==> src/rtl/fesc_params.svh <==
// Constants for the erase-suspend command sequencer
// Operation
// - Nested word program busy: B0H suspends it, other codes keep it busy.
// - Nested word program suspended: D0H resumes it, other codes keep it suspended.
// - Nested buffered confirm: D0H starts programming, other codes abort with error.
// - Nested buffered busy: B0H suspends it, other codes keep it running.
// - Factory setup: D0H enters loading of 32 words, else ready with error.
`ifndef FESC_PARAMS_SVH
`define FESC_PARAMS_SVH
`define FESC_CMD_RESUME   8'hD0
`define FESC_CMD_SUSPEND  8'hB0
`define FESC_CMD_WPROG_A  8'h10
`define FESC_CMD_WPROG_B  8'h40
`define FESC_CMD_BUFPROG  8'hE8
`define FESC_CMD_FACTORY  8'h80
`define FESC_CMD_LOCKSET  8'h60
`define FESC_FACTORY_WORDS 32
`endif

==> src/rtl/fesc_pkg.sv <==
// Types for the erase-suspend command sequencer
package fesc_pkg;
  typedef enum logic [3:0] {
    FESC_READY,
    FESC_ERASE_SUSP,
    FESC_WP_SETUP,
    FESC_WP_BUSY,
    FESC_WP_SUSP,
    FESC_BP_SETUP,
    FESC_BP_LOAD,
    FESC_BP_CONFIRM,
    FESC_BP_BUSY,
    FESC_BP_SUSP,
    FESC_LOCK_SETUP,
    FESC_FX_SETUP,
    FESC_FX_LOAD,
    FESC_FX_BUSY
  } fesc_state_t;
endpackage : fesc_pkg

==> src/rtl/fesc_cmd_if.sv <==
// Interface carrying a decoded command write
`timescale 1ns/1ps
interface fesc_cmd_if;
  logic       wr;
  logic [7:0] code;
  logic       is_resume;
  logic       is_suspend;
  modport src (output wr, output code, input is_resume, input is_suspend);
  modport dec (input wr, input code, output is_resume, output is_suspend);
endinterface : fesc_cmd_if

==> src/rtl/fesc_cmd_decode.sv <==
// Command code decoder
`timescale 1ns/1ps
`include "fesc_params.svh"
module fesc_cmd_decode
  import fesc_pkg::*;
(
  fesc_cmd_if.dec cmd
);
  assign cmd.is_resume  = cmd.wr && (cmd.code == `FESC_CMD_RESUME);
  assign cmd.is_suspend = cmd.wr && (cmd.code == `FESC_CMD_SUSPEND);
endmodule : fesc_cmd_decode

==> src/rtl/fesc_seq.sv <==
// Erase-suspend nested command sequencer top
`timescale 1ns/1ps
`include "fesc_params.svh"
module fesc_seq
  import fesc_pkg::*;
#(
  parameter int FX_WORDS = `FESC_FACTORY_WORDS,
  parameter int BP_WORDS = 32,
  parameter int BA_W     = 10
) (
  input  wire logic              ref_clk,
  input  wire logic              rst_n,
  input  wire logic              cmd_wr,
  input  wire logic [15:0]       cmd_data,
  input  wire logic [BA_W-1:0]   cmd_block,
  input  wire logic              enter_erase_susp,
  input  wire logic              enter_factory,
  input  wire logic              op_done,
  output logic [3:0]             state_code,
  output logic                   prog_error,
  output logic                   lock_error,
  output logic                   unlock_pulse,
  output logic                   data_wr,
  output logic [15:0]            data_word
);
  // ----------------------------------------------------------------
  // Decode
  // ----------------------------------------------------------------
  fesc_cmd_if cmd ();
  assign cmd.wr   = cmd_wr;
  assign cmd.code = cmd_data[7:0];
  fesc_cmd_decode u_dec (.cmd(cmd));

  fesc_state_t     state;
  fesc_state_t     next_state;
  logic [5:0]      cnt;
  logic [BA_W-1:0] fx_block;
  logic            next_perr;
  logic            next_lerr;
  logic            next_unlock;
  logic            next_dwr;

  // ----------------------------------------------------------------
  // Command selection
  // ----------------------------------------------------------------
  wire logic is_wprog   = cmd.wr && (cmd.code == `FESC_CMD_WPROG_A || cmd.code == `FESC_CMD_WPROG_B);
  wire logic is_bufprog = cmd.wr && (cmd.code == `FESC_CMD_BUFPROG);
  wire logic is_lockset = cmd.wr && (cmd.code == `FESC_CMD_LOCKSET);
  wire logic blk_match  = (cmd_block == fx_block);
  wire logic bp_last    = (cnt == 6'(BP_WORDS - 1));
  wire logic fx_last    = (cnt == 6'(FX_WORDS - 1));
  wire logic fx_capture = (state == FESC_FX_SETUP) && cmd.wr;
  wire logic state_move = (next_state != state);

  // ----------------------------------------------------------------
  // Next state
  // ----------------------------------------------------------------
  always_comb begin
    next_state  = state;
    next_perr   = 1'b0;
    next_lerr   = 1'b0;
    next_unlock = 1'b0;
    next_dwr    = 1'b0;
    unique case (state)
      FESC_READY: begin
        if (enter_erase_susp) begin
          next_state = FESC_ERASE_SUSP;
        end else if (enter_factory) begin
          next_state = FESC_FX_SETUP;
        end
      end
      FESC_ERASE_SUSP: begin
        if (is_wprog) begin
          next_state = FESC_WP_SETUP;
        end else if (is_bufprog) begin
          next_state = FESC_BP_SETUP;
        end else if (is_lockset) begin
          next_state = FESC_LOCK_SETUP;
        end else if (cmd.is_resume) begin
          next_state = FESC_READY;
        end
      end
      FESC_WP_SETUP: begin
        if (cmd.wr) begin
          next_state = FESC_WP_BUSY;
          next_dwr   = 1'b1;
        end
      end
      FESC_WP_BUSY: begin
        if (cmd.is_suspend) begin
          next_state = FESC_WP_SUSP;
        end else if (op_done) begin
          next_state = FESC_ERASE_SUSP;
        end
      end
      FESC_WP_SUSP: begin
        if (cmd.is_resume) begin
          next_state = FESC_WP_BUSY;
        end
      end
      FESC_BP_SETUP: begin
        if (cmd.wr) begin
          next_state = FESC_BP_LOAD;
        end
      end
      FESC_BP_LOAD: begin
        if (cmd.wr) begin
          next_dwr = 1'b1;
          if (bp_last) begin
            next_state = FESC_BP_CONFIRM;
          end
        end
      end
      FESC_BP_CONFIRM: begin
        if (cmd.is_resume) begin
          next_state = FESC_BP_BUSY;
        end else if (cmd.wr) begin
          next_state = FESC_ERASE_SUSP;
          next_perr  = 1'b1;
        end
      end
      FESC_BP_BUSY: begin
        if (cmd.is_suspend) begin
          next_state = FESC_BP_SUSP;
        end else if (op_done) begin
          next_state = FESC_ERASE_SUSP;
        end
      end
      FESC_BP_SUSP: begin
        if (cmd.is_resume) begin
          next_state = FESC_BP_BUSY;
        end
      end
      FESC_LOCK_SETUP: begin
        if (cmd.wr) begin
          next_state  = FESC_ERASE_SUSP;
          next_unlock = cmd.is_resume;
          next_lerr   = !cmd.is_resume;
        end
      end
      FESC_FX_SETUP: begin
        if (cmd.is_resume) begin
          next_state = FESC_FX_LOAD;
        end else if (cmd.wr) begin
          next_state = FESC_READY;
          next_perr  = 1'b1;
        end
      end
      FESC_FX_LOAD: begin
        if (cmd.wr) begin
          next_dwr = 1'b1;
          if (fx_last) begin
            next_state = FESC_FX_BUSY;
          end
        end
      end
      FESC_FX_BUSY: begin
        if (cmd.wr && blk_match) begin
          next_dwr = 1'b1;
        end else if (cmd.wr || op_done) begin
          next_state = FESC_READY;
        end
      end
      default: begin
        next_state = FESC_READY;
      end
    endcase
  end

  // ----------------------------------------------------------------
  // Word count
  // ----------------------------------------------------------------
  wire logic [5:0] next_cnt = state_move ? 6'h00 : (next_dwr ? cnt + 6'h01 : cnt);

  // ----------------------------------------------------------------
  // State register
  // ----------------------------------------------------------------
  always_ff @(posedge ref_clk) begin
    if (!rst_n) begin
      state      <= FESC_READY;
      state_code <= 4'h0;
    end else begin
      state      <= next_state;
      state_code <= 4'(next_state);
    end
  end

  // ----------------------------------------------------------------
  // Event pulses
  // ----------------------------------------------------------------
  always_ff @(posedge ref_clk) begin
    if (!rst_n) begin
      prog_error   <= 1'b0;
      lock_error   <= 1'b0;
      unlock_pulse <= 1'b0;
      data_wr      <= 1'b0;
    end else begin
      prog_error   <= next_perr;
      lock_error   <= next_lerr;
      unlock_pulse <= next_unlock;
      data_wr      <= next_dwr;
    end
  end

  // ----------------------------------------------------------------
  // Program data
  // ----------------------------------------------------------------
  always_ff @(posedge ref_clk) begin
    if (!rst_n) begin
      data_word <= 16'h0000;
    end else if (next_dwr) begin
      data_word <= cmd_data;
    end
  end

  // ----------------------------------------------------------------
  // Factory block address
  // ----------------------------------------------------------------
  always_ff @(posedge ref_clk) begin
    if (!rst_n) begin
      fx_block <= '0;
    end else if (fx_capture) begin
      fx_block <= cmd_block;
    end
  end

  // ----------------------------------------------------------------
  // Word counter
  // ----------------------------------------------------------------
  always_ff @(posedge ref_clk) begin
    if (!rst_n) begin
      cnt <= 6'h00;
    end else begin
      cnt <= next_cnt;
    end
  end
endmodule : fesc_seq

==> config.mk <==
export PLATFORM = sky130hd
export DESIGN_NAME = fesc_seq
export DESIGN_NICKNAME = d
export VERILOG_FILES = /design/src/rtl/fesc_pkg.sv /design/src/rtl/fesc_cmd_if.sv /design/src/rtl/fesc_cmd_decode.sv /design/src/rtl/fesc_seq.sv
export VERILOG_INCLUDE_DIRS = /design/src /design/src/rtl
export SDC_FILE = /design/constraint.sdc
export NUM_CORES = 1
export LEC_CHECK = 0
export BUFFER_PORTS_ARGS = -buffer_cell sky130_fd_sc_hd__buf_2
export CORE_MARGIN = 4
export CORE_UTILIZATION = 43
export CTS_CLUSTER_DIAMETER = 40
export DETAILED_ROUTE_END_ITERATION = 8
export PLACE_DENSITY = 0.69
export SLEW_MARGIN = 40
export SYNTH_ARGS = -nofsm -noshare
export SYNTH_HDL_FRONTEND = slang
export SYNTH_SLANG_ARGS = --single-unit
export TNS_END_PERCENT = 50
==> constraint.sdc <==
create_clock -name ref_clk -period 1.9 [get_ports ref_clk]
set_input_delay 0.095 -clock ref_clk [delete_from_list [all_inputs] [get_ports ref_clk]]
set_output_delay 0.095 -clock ref_clk [all_outputs]
set_load 0.01 [all_outputs]
==> flow_metrics.env <==
export IMPL_outcome="complete, but fails checks"
export IMPL_violations="negative setup slack"
export IMPL_synth_top_family_by_area="simple AND/OR/NAND/NOR gates"
export IMPL_globalRouteOverflowTotal=0
export IMPL_synth_common_cells="dfxtp_1 (40), nor2_1 (38), mux2i_1 (27)"
export IMPL_ant_nets=0
export IMPL_insertedDiodeCount=0
export IMPL_core_rowCount=26
export IMPL_async_reset_ff_frac=0
export IMPL_synth_top_area_cell="dfxtp_1"
export IMPL_grt_pass1_wl_um=11200
export IMPL_hold_path_class="in2reg"
export IMPL_synthMuxAreaShare=0.122
export IMPL_path_delay_family="simple AND/OR/NAND/NOR gates"
export IMPL_layout_nets=397
export IMPL_critPathBufInv=1
export IMPL_hold_depth=3
export IMPL_power_density_nw_per_um2=878
export IMPL_dr_pass1_iters=5
export IMPL_ioPinCount=56
export IMPL_r2r_end="cnt[1]"
export IMPL_via_per_inst=5.63
export IMPL_combPwrFrac=0.499
export IMPL_p_sw_frac=0.360
export IMPL_synth_most_common_cell="dfxtp_1"
export IMPL_max_cap_violations=0
export IMPL_cp_required_ns=2.08
export IMPL_skew_ns=0.0101
export IMPL_p_int_w=0.00193
export IMPL_synth_area_top_cells="dfxtp_1 (35%), mux2i_1 (12%), nor2_1 (6.2%)"
export IMPL_hold_ws_ns=0.0282
export IMPL_placedCellCount=417
export IMPL_cp_max_fo=6
export IMPL_antenna_found_initial=0
export IMPL_synth_compound_area_frac=0.119
export IMPL_worstSetupPathDepth=8
export IMPL_reg2reg_from="state[1]"
export IMPL_cts_buffers=5
export IMPL_synth_xor_area_frac=0.0720
export IMPL_cp_arrival_ns=2.31
export IMPL_place_port_buffers=55
export IMPL_slew_violations=0
export IMPL_crit_type="reg2reg"
export IMPL_clk_path_buf_depth=2
export IMPL_ys_warnings_count=0
export IMPL_grt_max_degree=26
export IMPL_avgRoutedWirePerCell_um=15.9
export IMPL_fin_crit_sh=1.12
export IMPL_drive_gt1_frac=0.455
export IMPL_fmax_mhz=470
export IMPL_rrSetupSlack_ns=-0.23
export IMPL_synth_area_sq_um=2310
export IMPL_start_util=0.447
export IMPL_cts_tree="built"
export IMPL_worstRegToRegCells=8
export IMPL_syn_avg_cell_area_sq_um=8.89
export IMPL_synth_edff_count=0
export IMPL_setup_slack_ns=-0.227
export IMPL_cp_endpoint="cnt[1]"
export IMPL_finalSetupTns_ns=-1.31
export IMPL_setup_violations=6
export IMPL_root_buffer="clkbuf_8"
export IMPL_rsz0062_at_grt="true"
export IMPL_area_delta_synth_final_pct=48.9
export IMPL_crit_chain="buf_6 -> or4_4 -> o211ai_1 -> a221oi_2 -> o21a_1 -> mux2_4 -> nand4b_4 -> nor3_2"
export IMPL_synth_ff_type="dfxtp_1"
export IMPL_ir_drop_mv=0.499
export IMPL_synthSimpleGateAreaFrac=0.287
export IMPL_worstSkewPairLatency_ns=0.30
export IMPL_synthAdderAreaFrac=0.00541
export IMPL_seqPwrFrac=0.308
export IMPL_synth_cell_types=55
export IMPL_dieArea_sq_um=6610
export IMPL_slew_headroom=0.713
export IMPL_startpoint_type="flip-flop"
export IMPL_die_height_um=81.3
export IMPL_p_leak_nw=1.61
export IMPL_switchingPower_w=0.00109
export IMPL_yosysSeqAreaShare=0.346
export IMPL_finalHoldViolCount=0
export IMPL_synth_top_area_share=0.346
export IMPL_fill_cells=408
export IMPL_instances_no_fill=435
export IMPL_htree_levels=2
export IMPL_grt_pass1_vias=2418
export IMPL_drt_iter0_markers=234
export IMPL_p_clk_frac=0.193
export IMPL_critPathLaunch="state[1]"
export IMPL_vias=2450
export IMPL_utilization=0.665
export IMPL_period_needed_ns=2.13
export IMPL_cpPeakStageDelay_ns=0.51
export IMPL_endpoint_kind="flip-flop"
export IMPL_finalPower_w=0.00302
export IMPL_routed_wl_um=6930
export IMPL_core_area_sq_um=5170
export IMPL_hpwl_um=4730
export IMPL_grt_usage=0.218
export IMPL_slowest_stage="or4_4"
export IMPL_globalplace_congestion=0.891
export IMPL_ys_ff_latch=40
export IMPL_path_clk_slew_ns=0.08
export IMPL_synth_nets=293
export IMPL_die_x_um=81.3
export IMPL_postCtsHoldBufs=0
export IMPL_drc=0
export IMPL_cts_sinks=40
export IMPL_worstMarginPinSlew_ns=0.427
export IMPL_syn_inst=260
-- cell type report --
| type | instances | area, sq um | area share |
|---|---|---|---|
| multi-input combinational | 199 | 1610 | 0.469 |
| timing repair buffer | 114 | 823 | 0.239 |
| sequential | 40 | 816 | 0.237 |
| tap | 70 | 87.6 | 0.0254 |
| clock buffer | 7 | 76.3 | 0.0222 |
| inverter | 4 | 17.5 | 0.00509 |
| clock inverter | 1 | 8.76 | 0.00254 |
-- how the worst min path moves through the flow --
stage                      start       endpoint
floorplan            cmd_data[0]   data_word[0]
global placement     cmd_data[8]   data_word[8]
detailed placement  cmd_data[10]  data_word[10]
CTS                 cmd_data[10]  data_word[10]
global route        cmd_data[14]  data_word[14]
finish              cmd_data[11]  data_word[11]
-- power by group through the flow --
stage          registers [W]  logic, W  clock network (W)
5_1_grt             0.000938   0.00159           0.000634
3_5_place_dp        0.000939   0.00108                  0
4_1_cts             0.000928   0.00135           0.000584
2_1_floorplan       0.000955  0.000610                  0
6_report            0.000931   0.00151           0.000583
3_3_place_gp        0.000937   0.00107                  0
-- cell families (layout without fill, tap and decap cells) --
logic type / count (synthesis) / count (layout)
DFF: 40 / 40
xor gates and xnor gates: 19 / 19
and+or+nand+nor: 114 / 114
buffers and inverters: 21 / 126
AOI/OAI and AO/OA: 37 / 37
adders and majority gates: 1 / 1
muxes: 28 / 28
-- per-stage QoR --
| step | cell area (sq um) | worst slack, ns |
|---|---|---|
| detailed placement | 3020 | -0.209 |
| global placement | 3020 | -0.142 |
| finish | 3440 | -0.227 |
| floorplan | 2340 | 0.00311 |
| global route | 3440 | -0.240 |
| CTS | 3330 | -0.110 |
-- tightest hold or removal path, cell delays in order --
cell     delay, ns
buf_2         0.07
mux2i_1       0.05
nor2_1        0.07
-- cell usage in the layout (no fill, tap or decap), types with 4 or more instances in the layout --
master / n
buf_6: 10
mux2i_1: 25
nor2_1: 37
nand2_1: 12
nor4_1: 6
nand4_1: 4
dfxtp_1: 34
nor3_1: 6
buf_2: 55
xor2_1: 11
nand3_1: 4
nand4b_1: 4
xnor2_1: 5
buf_12: 4
buf_4: 44
o21ai_0: 6
nor3_2: 6
clkbuf_8: 5
-- timing repair --
action,4_1_cts,5_1_grt
buffers inserted,7,2
setup endpoints to repair,12,23
pin swaps,18,9
hold endpoints to repair,0,0
cloned,0,1
resized for setup,41,14
-- registers in the layout (all words and copies together), names as in the netlist --
register	flops
cnt	6
prog_error	1
unlock_pulse	1
data_word	16
data_wr	1
state	4
lock_error	1
fx_block	10
-- metal layers --
layer | GRT usage | wire (um) | vias to the layer above
met5 | 0 | 0 | -
met4 | 0.0895 | 208 | 0
met3 | 0.0621 | 558 | 28
met2 | 0.360 | 3260 | 123
met1 | 0.265 | 2890 | 1151
li1 | - | - | 1148
(Power assumes the default switching activity.)
